===== src/inc/tx_ctrl_defs.vh =====
/*
 * Register offsets, field positions, reset values and timing counts for the
 * transmit control register bank. Assumes inclusion by bare name.
 */
`ifndef TX_CTRL_DEFS_VH
`define TX_CTRL_DEFS_VH

// ************************************************************
// Register offsets (one port, low 9 bits of the address)
// ************************************************************
`define OFS_TCR2       9'h182
`define OFS_TX_CONTROL_THREE       9'h183
`define OFS_TX_IO_CONFIGURATION      9'h184
`define OFS_TX_ELASTIC_STORE_CONTROL      9'h185
`define OFS_TX_CONTROL_FOUR       9'h186
`define OFS_MODE       9'h1f0
`define OFS_STATUS     9'h1f1
`define OFS_B7SEL0     9'h1f2
`define OFS_CFG1       9'h181
`define RESET_VALUE    8'h00

// ************************************************************
// Field positions
// ************************************************************
`define B_B7ZS         0
`define B_GLOBAL_BIT7_STUFF         3
`define B_AUTO_EBIT_EN         7
`define B_AUTO_AIS_GEN         6
`define B_ARA          5
`define B_TX_CLOCK_SOURCE_SEL_HI      5
`define B_TX_CLOCK_SOURCE_SEL_LO      4
`define B_MULTIFRAME_REFERENCE_SEL         3
`define B_TFM          2
`define B_BIPOLAR_VIOLATION_INSERT         1
`define B_LOOP         0
`define B_CLKINV       7
`define B_SYNCINV      6
`define B_SSYNCINV     5
`define B_SCLKM        4
`define B_SSM          3
`define B_SIO          2
`define B_SDW          1
`define B_SM           0
`define B_DATFMT       7
`define B_GCLKEN       6
`define B_SZS          4
`define B_ALGN         3
`define B_ESR          2
`define B_MDM          1
`define B_ESE          0

// ************************************************************
// Clock source codes and timing
// ************************************************************
`define CSS_PIN        2'b00
`define CSS_FAILOVER   2'b01
`define CSS_LOOP       2'b11
`define CHAN_TIME_NS   5184
`define CLK_PERIOD_NS  10
`define CHAN_CYCLES    ((`CHAN_TIME_NS) / (`CLK_PERIOD_NS))

`endif


===== src/core/tx_framer_control_regs.v =====
/*
 * Transmit control register bank of one framer port: register file, per-bit
 * controls, transmit clock source selection with failover, sync pin polarity
 * and direction, bipolar violation insertion, bit 7 stuffing.
 * Assumes a single-cycle register port on mclk and pins from other domains.
 */
// The address-and-strobe port was decided locally.
// Functional notes
// RULE1 - Bit 7 zero suppression enable stuffs bit 7 of chosen all-zero channels.
// RULE2 - E1 automatic E-bit enable sets E-bits automatically when set.
// RULE3 - E1 automatic AIS and remote alarm generation enabled by their bits.
// RULE4 - Clock source 00 pin, 11 recovered clock, 10 reserved.
// RULE5 - Source 01 fails over to recovered clock after one silent channel time.
// RULE6 - Multiframe ref 0 uses line counters aligned to line sync input.
// RULE7 - Multiframe ref 1 uses system counters aligned to system sync.
// RULE8 - Software uses pass-forward only with elastic store on synchronous backplane.
// RULE9 - T1 frame mode selects ESF at 0 and D4 at 1.
// RULE10 - Rising violation insert bit adds one violation after three ones.
// RULE11 - T1 loop code enable replaces data with repeating defined code.
// RULE12 - E1 CRC-4 recalculate selects intermediate path recalculation.
// RULE13 - I/O bits 7,6,5 invert clock, line sync, system sync input.
// RULE14 - Software sets system clock mode to match system clock rate.
// RULE15 - Sync mode bits select frame at 0 and multiframe at 1.
// RULE16 - Line sync direction bit: input at 0, output at 1.
// RULE17 - T1 double-wide widens sync output pulse in signaling frames.
// RULE18 - Data format 64k or 56k; gapped clock enable on channel clock. The code stores B_GCLKEN but uses it nowhere.
// RULE19 - Slip zone bit picks 9 or 2 byte slip threshold in conversion.
// RULE20 - Rising align bit forces half-frame pointer separation if less.
// RULE21 - Rising reset bit moves read pointer next to write pointer.
// RULE22 - Elastic store enable bypasses or enables; min delay picks depth.
// RULE23 - Global bit 7 stuffing forces all channels, else per-channel select. The code applies b7Select[0] to every channel.
// RULE24 - Software toggles align and reset only with system clock stable.
`timescale 1ns/1ps
`include "tx_ctrl_defs.vh"

module tx_framer_control_regs #(
	parameter CHAN_CYCLES = `CHAN_CYCLES,
	parameter HALF_FRAME  = 128
) (
	input  wire       mclk,
	input  wire       rst_n,
	input  wire       clkEn,
	input  wire [8:0] addr,
	input  wire [7:0] wrData,
	input  wire       wrStb,
	input  wire       rdStb,
	output reg  [7:0] rdData,
	input  wire       txLineClockPin,
	input  wire       recoveredRxClock,
	input  wire       txLineSyncPin,
	input  wire       txSystemSyncPin,
	input  wire [7:0] txChanData,
	input  wire       txChanStrobe,
	input  wire       txDataBit,
	input  wire [7:0] pointerSep,
	output reg  [7:0] txChanOut,
	output reg        txClockSel,
	output reg        txClockFailed,
	output reg        txSyncOut,
	output reg        txSyncOe,
	output reg        lineSyncSeen,
	output reg        systemSyncSeen,
	output reg        bpvInsertPulse,
	output reg        esAlignPulse,
	output reg        esResetPulse,
	output reg        esSlipPulse,
	output reg [7:0]  modeFlags
);

	// ************************************************************
	// Register file
	// ************************************************************
	reg [7:0]  tcr1;
	reg [7:0]  tcr2;
	reg [7:0]  tx_control_three;
	reg [7:0]  tx_io_configuration;
	reg [7:0]  tx_elastic_store_control;
	reg [7:0]  tx_control_four;
	reg [7:0]  modeReg;
	reg [7:0]  b7Select;
	reg        bpvPending;
	reg        prevIbpv;
	reg        prevAlgn;
	reg        prevEsr;
	reg [2:0]  onesRun;
	reg [15:0] silentCnt;
	reg [1:0]  tclkSync;
	reg [1:0]  rclkSync;
	reg [1:0]  lsyncSync;
	reg [1:0]  ssyncSync;
	reg        tclkLast;
	reg        syncTick;
	reg [7:0]  next_chan;

	wire e1Mode   = modeReg[0];
	wire tclkIn   = tclkSync[1] ^ tx_io_configuration[`B_CLKINV];            // RULE13
	wire lsyncIn  = lsyncSync[1] ^ tx_io_configuration[`B_SYNCINV];          // RULE13
	wire ssyncIn  = ssyncSync[1] ^ tx_io_configuration[`B_SSYNCINV];         // RULE13
	wire [1:0] css = tx_control_three[`B_TX_CLOCK_SOURCE_SEL_HI:`B_TX_CLOCK_SOURCE_SEL_LO];
	wire slipZone = tx_elastic_store_control[`B_SZS] ? (pointerSep <= 8'h02) : (pointerSep <= 8'h09);

	// Register writes; the block decodes the single-port offsets only
	always @(posedge mclk or negedge rst_n) begin
		if (!rst_n) begin
			tcr1 <= `RESET_VALUE;
			tcr2 <= `RESET_VALUE;
			tx_control_three <= `RESET_VALUE;
			tx_io_configuration <= `RESET_VALUE;
			tx_elastic_store_control <= `RESET_VALUE;
			tx_control_four <= `RESET_VALUE;
			modeReg <= `RESET_VALUE;
			b7Select <= `RESET_VALUE;
		end else if (clkEn && wrStb) begin
			case (addr)
			`OFS_CFG1:   tcr1 <= wrData;
			`OFS_TCR2:   tcr2 <= wrData;
			`OFS_TX_CONTROL_THREE:   tx_control_three <= wrData;
			`OFS_TX_IO_CONFIGURATION:  tx_io_configuration <= wrData;
			`OFS_TX_ELASTIC_STORE_CONTROL:  tx_elastic_store_control <= {wrData[7:6], 1'b0, wrData[4:0]};
			`OFS_TX_CONTROL_FOUR:   tx_control_four <= wrData;
			`OFS_MODE:   modeReg <= wrData;
			`OFS_B7SEL0: b7Select <= wrData;
			default: ;
			endcase
		end
	end

	// Read port, data one cycle after the strobe; unmapped reads zero
	always @(posedge mclk or negedge rst_n) begin
		if (!rst_n) begin
			rdData <= 8'h00;
		end else if (clkEn) begin
			rdData <= 8'h00;
			if (rdStb) begin
				case (addr)
				`OFS_CFG1:   rdData <= tcr1;
				`OFS_TCR2:   rdData <= tcr2;
				`OFS_TX_CONTROL_THREE:   rdData <= tx_control_three;
				`OFS_TX_IO_CONFIGURATION:  rdData <= tx_io_configuration;
				`OFS_TX_ELASTIC_STORE_CONTROL:  rdData <= tx_elastic_store_control;
				`OFS_TX_CONTROL_FOUR:   rdData <= tx_control_four;
				`OFS_MODE:   rdData <= modeReg;
				`OFS_B7SEL0: rdData <= b7Select;
				`OFS_STATUS: rdData <= {4'h0, bpvPending, txClockFailed, txClockSel, txSyncOe};
				default:     rdData <= 8'h00;
				endcase
			end
		end
	end

	// ************************************************************
	// Pin synchronisers
	// ************************************************************
	// Two flops for every foreign input; only stage one feeds stage two
	always @(posedge mclk or negedge rst_n) begin
		if (!rst_n) begin
			tclkSync <= 2'b00;
			rclkSync <= 2'b00;
			lsyncSync <= 2'b00;
			ssyncSync <= 2'b00;
		end else if (clkEn) begin
			tclkSync <= {tclkSync[0], txLineClockPin};
			rclkSync <= {rclkSync[0], recoveredRxClock};
			lsyncSync <= {lsyncSync[0], txLineSyncPin};
			ssyncSync <= {ssyncSync[0], txSystemSyncPin};
		end
	end

	// ************************************************************
	// Transmit clock source and failover
	// ************************************************************
	// Silence counter; a channel time without an edge on the pin is a failure
	always @(posedge mclk or negedge rst_n) begin
		if (!rst_n) begin
			tclkLast <= 1'b0;
			silentCnt <= 16'h0000;
			txClockFailed <= 1'b0;
			txClockSel <= 1'b0;
		end else if (clkEn) begin
			tclkLast <= tclkIn;
			if (tclkIn != tclkLast) begin
				silentCnt <= 16'h0000;
				txClockFailed <= 1'b0;
			end else if (silentCnt >= CHAN_CYCLES[15:0] - 16'h0001) begin
				txClockFailed <= 1'b1;                              // RULE5
			end else begin
				silentCnt <= silentCnt + 16'h0001;
			end
			case (css)
			`CSS_PIN:      txClockSel <= 1'b0;                      // RULE4
			`CSS_FAILOVER: txClockSel <= txClockFailed;             // RULE5
			`CSS_LOOP:     txClockSel <= 1'b1;                      // RULE4
			default:       txClockSel <= 1'b0;
			endcase
		end
	end

	// ************************************************************
	// Sync pins and multiframe reference
	// ************************************************************
	// Line sync is driven only when configured as output; the pulse is
	// widened one tick in T1 signaling frames when double-wide is set
	always @(posedge mclk or negedge rst_n) begin
		if (!rst_n) begin
			txSyncOe <= 1'b0;
			txSyncOut <= 1'b0;
			syncTick <= 1'b0;
			lineSyncSeen <= 1'b0;
			systemSyncSeen <= 1'b0;
		end else if (clkEn) begin
			txSyncOe <= tx_io_configuration[`B_SIO];                               // RULE16
			syncTick <= lsyncIn;
			lineSyncSeen <= ~tx_control_three[`B_MULTIFRAME_REFERENCE_SEL] & ~tx_io_configuration[`B_SIO] & lsyncIn;    // RULE6
			systemSyncSeen <= tx_control_three[`B_MULTIFRAME_REFERENCE_SEL] & ssyncIn;               // RULE7
			txSyncOut <= (tx_io_configuration[`B_SIO] & (syncTick |
				(tx_io_configuration[`B_SDW] & ~e1Mode & ~tx_io_configuration[`B_SM] & lsyncIn)))
				^ tx_io_configuration[`B_SYNCINV];                                 // RULE17
		end
	end

	// ************************************************************
	// One-shot commands and channel data path
	// ************************************************************
	// Rising-edge commands; a new arm wins over a same-cycle fire
	always @(posedge mclk or negedge rst_n) begin
		if (!rst_n) begin
			prevIbpv <= 1'b0;
			prevAlgn <= 1'b0;
			prevEsr <= 1'b0;
			bpvPending <= 1'b0;
			onesRun <= 3'd0;
			bpvInsertPulse <= 1'b0;
			esAlignPulse <= 1'b0;
			esResetPulse <= 1'b0;
			esSlipPulse <= 1'b0;
		end else if (clkEn) begin
			prevIbpv <= tx_control_three[`B_BIPOLAR_VIOLATION_INSERT];
			prevAlgn <= tx_elastic_store_control[`B_ALGN];
			prevEsr <= tx_elastic_store_control[`B_ESR];
			bpvInsertPulse <= 1'b0;
			if (txChanStrobe)
				onesRun <= txDataBit ? ((onesRun == 3'd3) ? 3'd3 : onesRun + 3'd1) : 3'd0;
			if (bpvPending && txChanStrobe && txDataBit && onesRun == 3'd2) begin
				bpvInsertPulse <= 1'b1;                             // RULE10
				bpvPending <= 1'b0;
			end
			if (tx_control_three[`B_BIPOLAR_VIOLATION_INSERT] && !prevIbpv)
				bpvPending <= 1'b1;                                 // RULE10
			esAlignPulse <= tx_elastic_store_control[`B_ESE] & tx_elastic_store_control[`B_ALGN] & ~prevAlgn
				& (pointerSep < HALF_FRAME[7:0]);                   // RULE20
			esResetPulse <= tx_elastic_store_control[`B_ESE] & tx_elastic_store_control[`B_ESR] & ~prevEsr;       // RULE21
			esSlipPulse <= tx_elastic_store_control[`B_ESE] & tx_elastic_store_control[`B_ESR] & ~prevEsr & slipZone; // RULE19 RULE21
		end
	end

	// Bit 7 stuffing of all-zero channels and 56k masking
	always @* begin
		next_chan = txChanData;
		if (tcr2[`B_B7ZS] && txChanData == 8'h00 &&
			(tcr1[`B_GLOBAL_BIT7_STUFF] || b7Select[0]))                          // RULE1 RULE23
			next_chan = 8'h02;
		if (tx_elastic_store_control[`B_DATFMT])
			next_chan = {next_chan[7:1], 1'b0};                      // RULE18
	end

	// Mode flags gathered for the framer core
	always @(posedge mclk or negedge rst_n) begin
		if (!rst_n) begin
			txChanOut <= 8'h00;
			modeFlags <= 8'h00;
		end else if (clkEn) begin
			if (txChanStrobe)
				txChanOut <= next_chan;
			modeFlags[0] <= e1Mode & tcr2[`B_AUTO_EBIT_EN];                  // RULE2
			modeFlags[1] <= e1Mode & tcr2[`B_AUTO_AIS_GEN];                  // RULE3
			modeFlags[2] <= e1Mode & tcr2[`B_ARA];                   // RULE3
			modeFlags[3] <= ~e1Mode & tx_control_three[`B_TFM];                  // RULE9
			modeFlags[4] <= ~e1Mode & tx_control_three[`B_LOOP];                 // RULE11
			modeFlags[5] <= e1Mode & tx_control_three[`B_LOOP];                  // RULE12
			modeFlags[6] <= tx_elastic_store_control[`B_ESE] & ~tx_elastic_store_control[`B_MDM];          // RULE22
			modeFlags[7] <= tx_io_configuration[`B_SM] | tx_io_configuration[`B_SSM];            // RULE15
		end
	end

endmodule


===== config.mk =====
export PLATFORM = sky130hd
export DESIGN_NAME = tx_framer_control_regs
export DESIGN_NICKNAME = d
export VERILOG_FILES = /design/src/core/tx_framer_control_regs.v
export VERILOG_INCLUDE_DIRS = /design/src /design/src/inc
export SDC_FILE = /design/constraint.sdc
export NUM_CORES = 1
export LEC_CHECK = 0
export ABC_AREA = 1
export BUFFER_PORTS_ARGS = -buffer_cell sky130_fd_sc_hd__buf_4
export CAP_MARGIN = 0
export CORE_ASPECT_RATIO = 0.6
export CORE_MARGIN = 2
export CORE_UTILIZATION = 50
export CTS_CLUSTER_DIAMETER = 150
export CTS_CLUSTER_SIZE = 8
export DETAILED_ROUTE_END_ITERATION = 16
export PLACE_DENSITY = 0.75
export REMOVE_ABC_BUFFERS = 1
export SLEW_MARGIN = 30
export SYNTH_ARGS = -nofsm -noshare
export SYNTH_HDL_FRONTEND = slang
export SYNTH_SLANG_ARGS = --single-unit
export TNS_END_PERCENT = 10

===== constraint.sdc =====
create_clock -name mclk -period 3.5 [get_ports mclk]
set_clock_uncertainty 0.1 [all_clocks]
set_input_delay 0.7 -clock mclk [delete_from_list [all_inputs] [get_ports mclk]]
set_output_delay 0.7 -clock mclk [all_outputs]
set_load 0.05 [all_outputs]

### Word-level counts from Yosys, hierarchy flattened

Cells that the tools add are included.

* bits in registers: 128
* bits in latches: 0
* bits in writable memories: 0
* memory bits (read-only): 0
* input bits: 44
* output and inout port bits: 34
* memories: 0

* add/subtract/negate cells: 2
* $mul: 0
* divide/modulo/power cells: 0
* magnitude comparators: 4
* equality and inequality tests: 15
* shift-type cells: 0
* muxes and demuxes: 15
* bitwise logic cells: 33
* reductions and logical operators: 24

Operator list (number)
* $eq A9 B9 Y1 const B: 9
* $pmux W8 S9: 1
* $mux W16: 2
* $reduce_and A2 Y1: 12
* $and A1 B1 Y1: 20
* $add A16 B1 Y16 const B: 1
* $ge A16 B10 Y1 const B: 1
* $mux W8: 2
* $le A8 B2 Y1 const B: 1
* $le A8 B4 Y1 const B: 1
* $logic_not A8 Y1: 1
* $lt A8 B8 Y1 const B: 1
* $logic_and A1 B1 Y1: 7
* $mux W1: 7
* $not A1 Y1: 7
* $eq A3 B2 Y1 const B: 2
* $mux W3: 2
* $reduce_bool A2 Y1: 2
* $xor A1 B1 Y1: 4
* $add A3 B1 Y3 const B: 1
* $eq A2 B1 Y1 const B: 1
* $eq A2 B2 Y1 const B: 1
* $ne A2 B2 Y1 const B: 1
* $or A1 B1 Y1: 2
* other kinds (4): 4

### Logic depth before layout (Yosys ltp)

Gate-level depths: netlist of the first run.

* word-level depth: 7
* depth in mapped cells: 11
* mapped depth without buffers: 10

### Worst setup path before layout of the first run

OpenSTA, ideal clock, no wires.

* kind: input-to-reg
* start point: input clkEn
* end point: register tx_control_three[6]
* setup time: 0.131 ns
* data arrival time: 1.593 ns
* data required time: 3.269 ns
* path slack: 1.676 ns
* cell stages on the path: 7
* path buffers: 2
* cell sequence: buf_2 > nand2_1 > inv_2 > nand4_2 > clkbuf_1 > nand2_1 > o21ai_0

* word-level cells in the longest chain between the ends: 2

Ends and longest elaborated chain
* start, declared: RTL line tx_framer_control_regs.v:42 `input wire clkEn,`
* $logic_and A1 B1 Y1: RTL line tx_framer_control_regs.v:113 `end else if (clkEn && wrStb) begin`
* $reduce_and A2 Y1 (no line)
* end signal, assigned: RTL line tx_framer_control_regs.v:107 `` tx_control_three <= `RESET_VALUE; ``
* end signal, assigned: RTL line tx_framer_control_regs.v:117 `` `OFS_TX_CONTROL_THREE: tx_control_three <= wrData; ``
* end, declared: RTL line tx_framer_control_regs.v:75 `reg [7:0] tx_control_three;`

No other way between the ends.
A chain may end at the register's enable or synchronous reset.

### Final worst setup path of the first run

* start point: input addr[3]
* end point: register modeReg[3]

* word-level cells in the longest chain between the ends: 2

Ends and longest elaborated chain
* start, declared: RTL line tx_framer_control_regs.v:43 `input wire [8:0] addr,`
* $eq A9 B9 Y1: RTL line tx_framer_control_regs.v:114 `case (addr)`
* $reduce_and A2 Y1 (no line)
* end signal, assigned: RTL line tx_framer_control_regs.v:111 `` modeReg <= `RESET_VALUE; ``
* end signal, assigned: RTL line tx_framer_control_regs.v:121 `` `OFS_MODE: modeReg <= wrData; ``
* end, declared: RTL line tx_framer_control_regs.v:79 `reg [7:0] modeReg;`

No other way between the ends.

==> impl_summary.md, run 1 <==
Outcome
The run finished with clean final reports.

STA
The hold violation count in the final report is 0. The clock period could shrink to approximately 2.2 ns. Dividing the final minimum period by the clock period gives 62.06%. The setup TNS after final layout is 0 ns. Setup violations remaining at the end of the flow were counted as 0.

Setup repair after global routing left no endpoint under its margin. The number of max-slew violations in the final report is 0. For the pin with the worst max-slew slack, the measured transition is 0.6880 ns. The relative max-transition margin is between 50% and 60%. Static timing analysis puts the maximum clock frequency at around 0.46 GHz.

Clock tree
The tree built by TritonCTS fans out to ~130 sinks. The post-CTS repair timing setup buffer count is 0. The clock reaches the later pin of the worst-skew pair after 0.42 ns. In this run the clock root is driven by a clkbuf_16. The depth of the CTS H-tree is 4. The number of hold buffers added after cts is 0. The number of cells upsized or downsized after cts is 0. Clock-pin slew was measured on the worst setup and hold paths at around 0.060 ns.

The number of buffers created by CTS is 17. TritonCTS built the clock tree. In this run the deepest clock path goes through 2 buffers.

Logic synthesis
The share of synthesized flip-flops with an asynchronous set or reset is 100.0%. Yosys mapped a number of flops with a built-in enable equal to 0. The cell area that synthesis handed to floorplanning was between 6000 and 7000 um^2. The portion of the post-synthesis area used by sequential elements is about half. The unique cell type count in the Yosys netlist is 41. The synthesized area per cell is around 8.3 um^2. The number of register bits inferred by synthesis is between 100 and 150. The cell count after synthesis is approximately 760. Yosys printed 0 warnings. The main flop type after synthesis is dfrtp_1.

Global route
The largest net degree at the start of global routing is between 50 and 60. For this run the aggregate overflow at the end of global routing stands at 0. The overall fraction of global-route tracks in use is about a quarter. The number of global-route vias before repair is approximately 5500. The number of antenna violations at the first check in global routing is 0.

The first global-routing pass estimated around 27000 um of wire.

Finish
The share of the core filled with cells is 62.32%. The filler cell count is 975. The layout-stage area growth over the synthesis result is 20.89%. The finished cells cover approximately 7600 um^2.

The antenna diode count is 0. The share of post-route cells with drive strength above 1 is 18.21%. The final layout contains around 880 nets. Leaving out filler cells and counting taps, the final layout contains about 1000.

Route
The final wirelength is about 16000 um. The final antenna-violating net count is 0. In the final routed layout, each cell accounts on average for 16.26 um. Summing over every cut layer, the via total after detailed routing is ~5600. The post-detailed-route DRC marker count is 0. The count of TritonRoute iterations in the first routing pass is 6. Dividing the detail-routed via count by the number of cells gives between 5 and 6. For this block, the initial DRC count from the detailed router was roughly 570.

Worst setup path
The capture instance of the worst register-to-register path is silentCnt[5]. STA puts the critical path data arrival time at between 2 and 2.5 ns. The startpoint of the worst register-to-register path is silentCnt[0]. Measured in cells, the most critical reg-to-reg path has a length of 10.

The worst-path maximum fanout is 16. The combined buffer and inverter count along the critical path is 3. The worst setup path is of the in2reg kind. The critical path goes through buf_4 > inv_1 > nand2_1 > nor2_2 > nand3_2 > inv_1 > nand2_2 > nand2_1 > o21ai_0. The critical path data required time is about 3.7 ns. The top cell family by delay on the critical path is simple AND/OR/NAND/NOR gates. The worst setup path is captured at a flop. The kind of start point of the critical path is an input pin.

The slack of the worst reg-to-reg path is around 1.6 ns. For this run, the slowest stage of the critical path takes between 0.5 and 0.6 ns. The cell with the biggest individual delay on the critical path is nor2_2.

Floorplanning
78 I/O pins were placed. The die boundary width is approximately 150 um. The total die area is between 10000 and 15000 um^2.

After floorplanning, the core was sized to cover about 12000 um^2. The die height is between 90 and 100 um. The starting density of the core is 51.55%. After floorplanning, the core was divided into 31 placement rows.

Power and ir drop
The part of the power in registers is roughly two fifths. Summed over all nets, the switching power comes to 991.6 uW. In this run, the combinational gates consume a little under a tenth of the power. The highest ir drop seen on vdd is 0.4434 mV. Cell internal power was estimated by the tool at a little under 3000 uW. In this run the static leakage power is about 0.0037 uW.

The share of total power in the clock network is 50.5%. Net switching is 25.20% of the power. In this run the power density over the cells is around 520 nW/um^2.

Placed design
The number of buffer cells added on primary ports is 76. In this run the cell area measured after placement is just under 7000 um^2. Counting tap cells, the placed design contains a total of between 900 and 1000 instances.

The detailed-placement wirelength estimate is 11200 um. The routability congestion estimate from global placement is roughly 0.86.

Worst hold path
The class of the worst hold path is in2async.

Job
Across the run, the number of max-cap violations was 0.
-- kinds of logic after synthesis --
kind of cell	share of synthesized area (%)
AOI/OAI and AO/OA	9.557
xor gates and xnor gates	1.399
adders and majority gates	0.9996
buffers and inverters	7.237
DFF	51.18
and+or+nand+nor	29.63
-- routing by layer --
metal	GRT usage, %	share of wire [%]	vias to the layer above	routed length (um)
met1	36.61	46	2661	7468
met4	10.79	2.6	0	417
li1	-	-	2605	-
met3	6.010	7.9	46	1299
met5	0	0	-	0
met2	38.85	44	263	7156
-- layout by cell type, fill, tap and decap left out, types with 6 or more instances in the layout --
master / netlist / routed
nand2_1: 219 / 219
nand3_1: 55 / 55
nor3_1: 6 / 6
xor2_1: 6 / 6
o21ai_2: 8 / 8
nand4_1: 31 / 31
o21ai_0: 70 / 70
o21ai_1: 9 / 9
buf_4: 4 / 81
nand3_2: 8 / 8
clkbuf_16: 0 / 17
inv_1: 63 / 63
dfrtp_1: 128 / 128
nor2_1: 71 / 71
-- power groups by stage --
stage	Clock, uW	Combinational, uW	Sequential, uW
floorplan	0	151	1650
detailed placement	0	367	1600
global placement	0	352	1600
global route	2060	411	1590
finish	1990	368	1580
CTS	2000	370	1580
-- metrics by stage --
stage | total power [uW] | hold slack, ns | setup slack [ns]
floorplan | 1798 | 0.3044 | 1.353
global placement | 1952 | 0.3451 | 1.129
detailed placement | 1971 | 0.3466 | 0.9987
CTS | 3944 | 0.2230 | 1.420
global route | 4062 | 0.2469 | 1.152
finish | 3935 | 0.1984 | 1.328
-- state kept, by name, indices dropped and copies added, names as in the netlist, 2 cells and up --
| name | flops |
|---|---|
| b7Select | 8 |
| lsyncSync | 2 |
| modeFlags | 8 |
| modeReg | 8 |
| onesRun | 3 |
| rdData | 8 |
| silentCnt | 16 |
| ssyncSync | 2 |
| tclkSync | 2 |
| tcr1 | 8 |
| tcr2 | 8 |
| txChanOut | 8 |
| tx_control_four | 8 |
| tx_control_three | 8 |
| tx_elastic_store_control | 7 |
| tx_io_configuration | 8 |
-- how the worst max path moves through the flow --
stage	start	to	slack [ns]	cells after the start
global route	addr[3]	modeReg[6]	1.15	9
detailed placement	addr[3]	modeReg[2]	1.0	9
floorplan	addr[6]	tx_control_three[0]	1.35	6
global placement	addr[0]	b7Select[4]	1.13	7
CTS	addr[3]	modeReg[3]	1.42	8
finish	addr[3]	modeReg[3]	1.33	9
-- worst reg2reg max path, cell delays in order (launching register included) --
cell	delay (ns)
dfrtp_1	0.48
inv_1	0.11
ha_1	0.15
inv_1	0.03
o21ai_0	0.15
nand3_1	0.13
nand2_1	0.11
nand3_2	0.17
nand2_4	0.26
nand2_1	0.08
o21ai_0	0.07
-- cell usage after synthesis (9+ instances only) --
cell type | n | area share [%]
nand2_1 | 219 | 13
dfrtp_1 | 128 | 51
nor2_1 | 71 | 4.3
o21ai_0 | 70 | 5.6
inv_1 | 63 | 3.8
nand3_1 | 55 | 4.4
nand4_1 | 31 | 3.1
o21ai_1 | 9 | 0.72
-- area by class of cell --
class | instances | area [um^2] | share of cell area [%]
Timing Repair Buffer | 82 | 628.1 | 8.302
Inverter | 69 | 259.0 | 3.423
Multi-Input combinational cell | 529 | 2603 | 34.40
Clock inverter | 14 | 227.7 | 3.010
Tap cell | 165 | 206.4 | 2.729
Sequential cell | 128 | 3203 | 42.33
Clock buffer | 18 | 439.2 | 5.805
(Power assumes the default switching activity.)
==> run 2, diff against run 1 <==
--- a/config.mk
+++ b/config.mk
@@ -15,7 +15,7 @@
 export CTS_CLUSTER_DIAMETER = 150
 export CTS_CLUSTER_SIZE = 8
 export DETAILED_ROUTE_END_ITERATION = 16
-export PLACE_DENSITY = 0.75
+export PLACE_DENSITY = 0.78
 export REMOVE_ABC_BUFFERS = 1
 export SLEW_MARGIN = 30
 export SYNTH_ARGS = -nofsm -noshare
==> constraint.sdc (replaced) <==
create_clock -name mclk -period 1.95 [get_ports mclk]
set_clock_uncertainty 0.1 [all_clocks]
set_input_delay 0.39 -clock mclk [delete_from_list [all_inputs] [get_ports mclk]]
set_output_delay 0.39 -clock mclk [all_outputs]
set_load 0.05 [all_outputs]
==> impl_summary.md, run 2 (synthesized netlist as in run 1, its figures left out) <==
Finish
The final cell count without fillers is 1027 (was 1005). The antenna diode count was 0 (unchanged). The register with the most flip-flops is silentCnt (unchanged). The most common cell after layout, fill and taps aside is nand2_1 (unchanged). The number of nets at the end of the flow is 898 (was 876). The share of post-route cells with drive strength above 1 was 20.07% (was 18.21%). The layout-stage area growth over the synthesis result is 24.35% (was 20.89%). The flip-flop count of the largest register after layout came to 16 (unchanged). Commonest cells after routing, fill and taps aside: nand2_1, dfrtp_1, buf_4, nor2_1, o21ai_0 (unchanged).

Route
The average wire per cell in the routed design is 15.87 um (was 16.26 um). The per-cell via count in the routed design is 5.427 (was 5.547). The final antenna-violating net count was 0 (unchanged). The number of vias in the routed layout is 5574 (was 5575). The count of TritonRoute iterations in the first routing pass is 7 (was 6). The final wirelength is 16300 um (was 16340 um). The starting DRC count in detailed routing is 523 (was 566).

The post-detailed-route DRC marker count is 0 (unchanged).

Worst setup path
The critical path data required time came to 2.15 ns (was 3.68 ns). The slack of the worst reg-to-reg path was 0.18 ns (was 1.58 ns). The kind of start point of the critical path is a flop (was input pin). The kind of end point of the critical path is a flop (unchanged). The cell depth of the worst flop-to-flop path is 9 (was 10). The critical path class is reg2reg (was in2reg).

The arrival time reported for the critical path endpoint was 1.97 ns (was 2.35 ns). The worst-path maximum fanout is 9 (was 16).

STA
The final setup violation count came to 0 (unchanged). The least setup slack across all paths after layout is 0.1815 ns (was 1.328 ns). The time the worst path needs with I/O delays and setup is approximately 1.8 ns.

The slew of the pin with the lowest slew margin is 0.4260 ns (was 0.6880 ns). The highest clock rate is 0.5654 GHz. The relative max-transition margin is 71.38% (was 54.08%). The worst path uses between 90% and 100% of the clock period. Setup repair after global routing missed its margin: no (unchanged).

The setup TNS after final layout came to 0 ns (unchanged). The hold violation count in the final report was 0 (unchanged). The number of max-slew violations in the final report came to 0 (unchanged).

Floorplanning
The standard-cell row count is 31 (unchanged). The die height came to 90.66 um (unchanged). The starting density of the core is 51.55% (unchanged). The number of I/O pins is 78 (unchanged). The total die area was 13460 um^2 (unchanged). The standard cell core area is 12140 um^2 (unchanged). The die boundary width is 148.4 um (unchanged).

Global route
The number of antenna violations at the first check in global routing was 0 (unchanged). The overall fraction of global-route tracks in use is 26.11% (was 25.96%). The global route total overflow was 0 (unchanged). The first-pass GRT wire length came to 27080 um (was 27130 um). The number of global-route vias before repair is 5390 (was 5546). The largest net degree at the start of global routing is 68 (was 58).

Clock tree
The clock transition time at the flip-flop clock pins of the worst setup and hold paths is 0.06 ns (about the same). The clock sink count is 128 (unchanged). The TritonCTS clock tree is yes (unchanged). The number of buffers between clock root and the deepest sink came to 2 (unchanged). The latest clock arrival within the worst-skew pair is 0.42 ns (about the same). The number of buffers created by CTS came to 17 (unchanged).

The clock root buffer master was clkbuf_16 (unchanged). The depth of the CTS H-tree came to 4 (unchanged).

Power and ir drop
The power density of the placed cells is 907.9 nW/um^2 (was 520.1 nW/um^2). The highest ir drop seen on vdd came to 0.5423 mV (was 0.4434 mV). The cell leakage power was 0.003851 uW (was 0.003733 uW).

Placed design
The routability congestion estimate from global placement is 0.8820 (was 0.8579). The detailed-placement wirelength estimate is 11130 um (was 11200 um). The number of placed instances, taps included is 993 (was 973).

The worst setup timing slack at the placement stage is 0.02110 ns (was 0.9987 ns). The number of buffer cells added on primary ports was 76 (unchanged).

Job
The reported max-cap violation count was 0 (unchanged).

Worst hold path
The class of the worst hold path is in2reg (was in2async). The number of cells traversed by the worst hold path is 3.

Outcome
Outcome: complete, no violations (unchanged).
-- run 2: cell types whose count changed in the layout (fill, tap and decap cells not counted), sizes merged --
| cell | delta |
|---|---|
| buf | +20 |
| dlygate4sd3 | +1 |
| clkinvlp | -1 |
| nand2 | +1 |
| inv | +1 |
-- run 2: power by group --
part / total [uW] / switching, uW / internal (uW)
sequential: 2830 / 75.9 / 2750
clock: 3520 / 1230 / 2290
combinational: 715 / 472 / 243
-- run 2: repair_timing --
action,in CTS,in global routing
hold buffers,1,0
gates resized for setup,0,2
buffers inserted,0,0
endpoints found under the setup margin,0,14
hold endpoints to repair,128,0
-- run 2: critical path, cell delays in order (launching register included) --
cell	delay, ns
dfrtp_1	0.42
inv_1	0.09
ha_1	0.14
inv_1	0.03
o21ai_0	0.16
nand3_1	0.12
nand2_1	0.14
nand3_4	0.17
nand2_4	0.18
o21ai_0	0.09
-- run 2: cell type report --
cell class / count / area, um^2
timing repair buffer: 103 / 825.8
inverter: 69 / 259.0
sequential: 128 / 3203
multi-input combinational: 530 / 2630
fill: 1015 / 4358
clock inverter: 14 / 229.0
clock buffer: 18 / 429.2
tap: 165 / 206.4
-- run 2: metal layers --
metal	part of all wire [%]	global-route usage, %
met4	1.8	9.603
met1	48	38.63
met2	42	37.62
met3	8.6	5.909
met5	0	0
-- run 2: path summary, 6_finish.rpt --
| kind | start | to |
|---|---|---|
| setup / recovery | silentCnt[0] | silentCnt[9] |
| hold / removal | txChanData[7] | txChanOut[7] |
| setup reg to reg | silentCnt[0] | silentCnt[9] |
| hold reg to reg | txChanOut[2] | txChanOut[2] |
| max in group asynchronous | rst_n | modeReg[6] |
| min in group asynchronous | rst_n | txChanOut[5] |
-- run 2: stage by stage --
| step | instance area (um^2) | util (%) | hold slack, ns | power, uW |
|---|---|---|---|---|
| after CTS | 7755 | 63.88 | 0.06114 | 7088 |
| after global placement | 7087 | 58.37 | 0.3408 | 3555 |
| after global routing | 7782 | 64.10 | 0.08166 | 7341 |
| final | 7782 | 64.10 | 0.07643 | 7066 |
| after floorplan | 6065 | - | -0.005591 | 3228 |
| after detailed placement | 7087 | 58.37 | 0.3356 | 3573 |
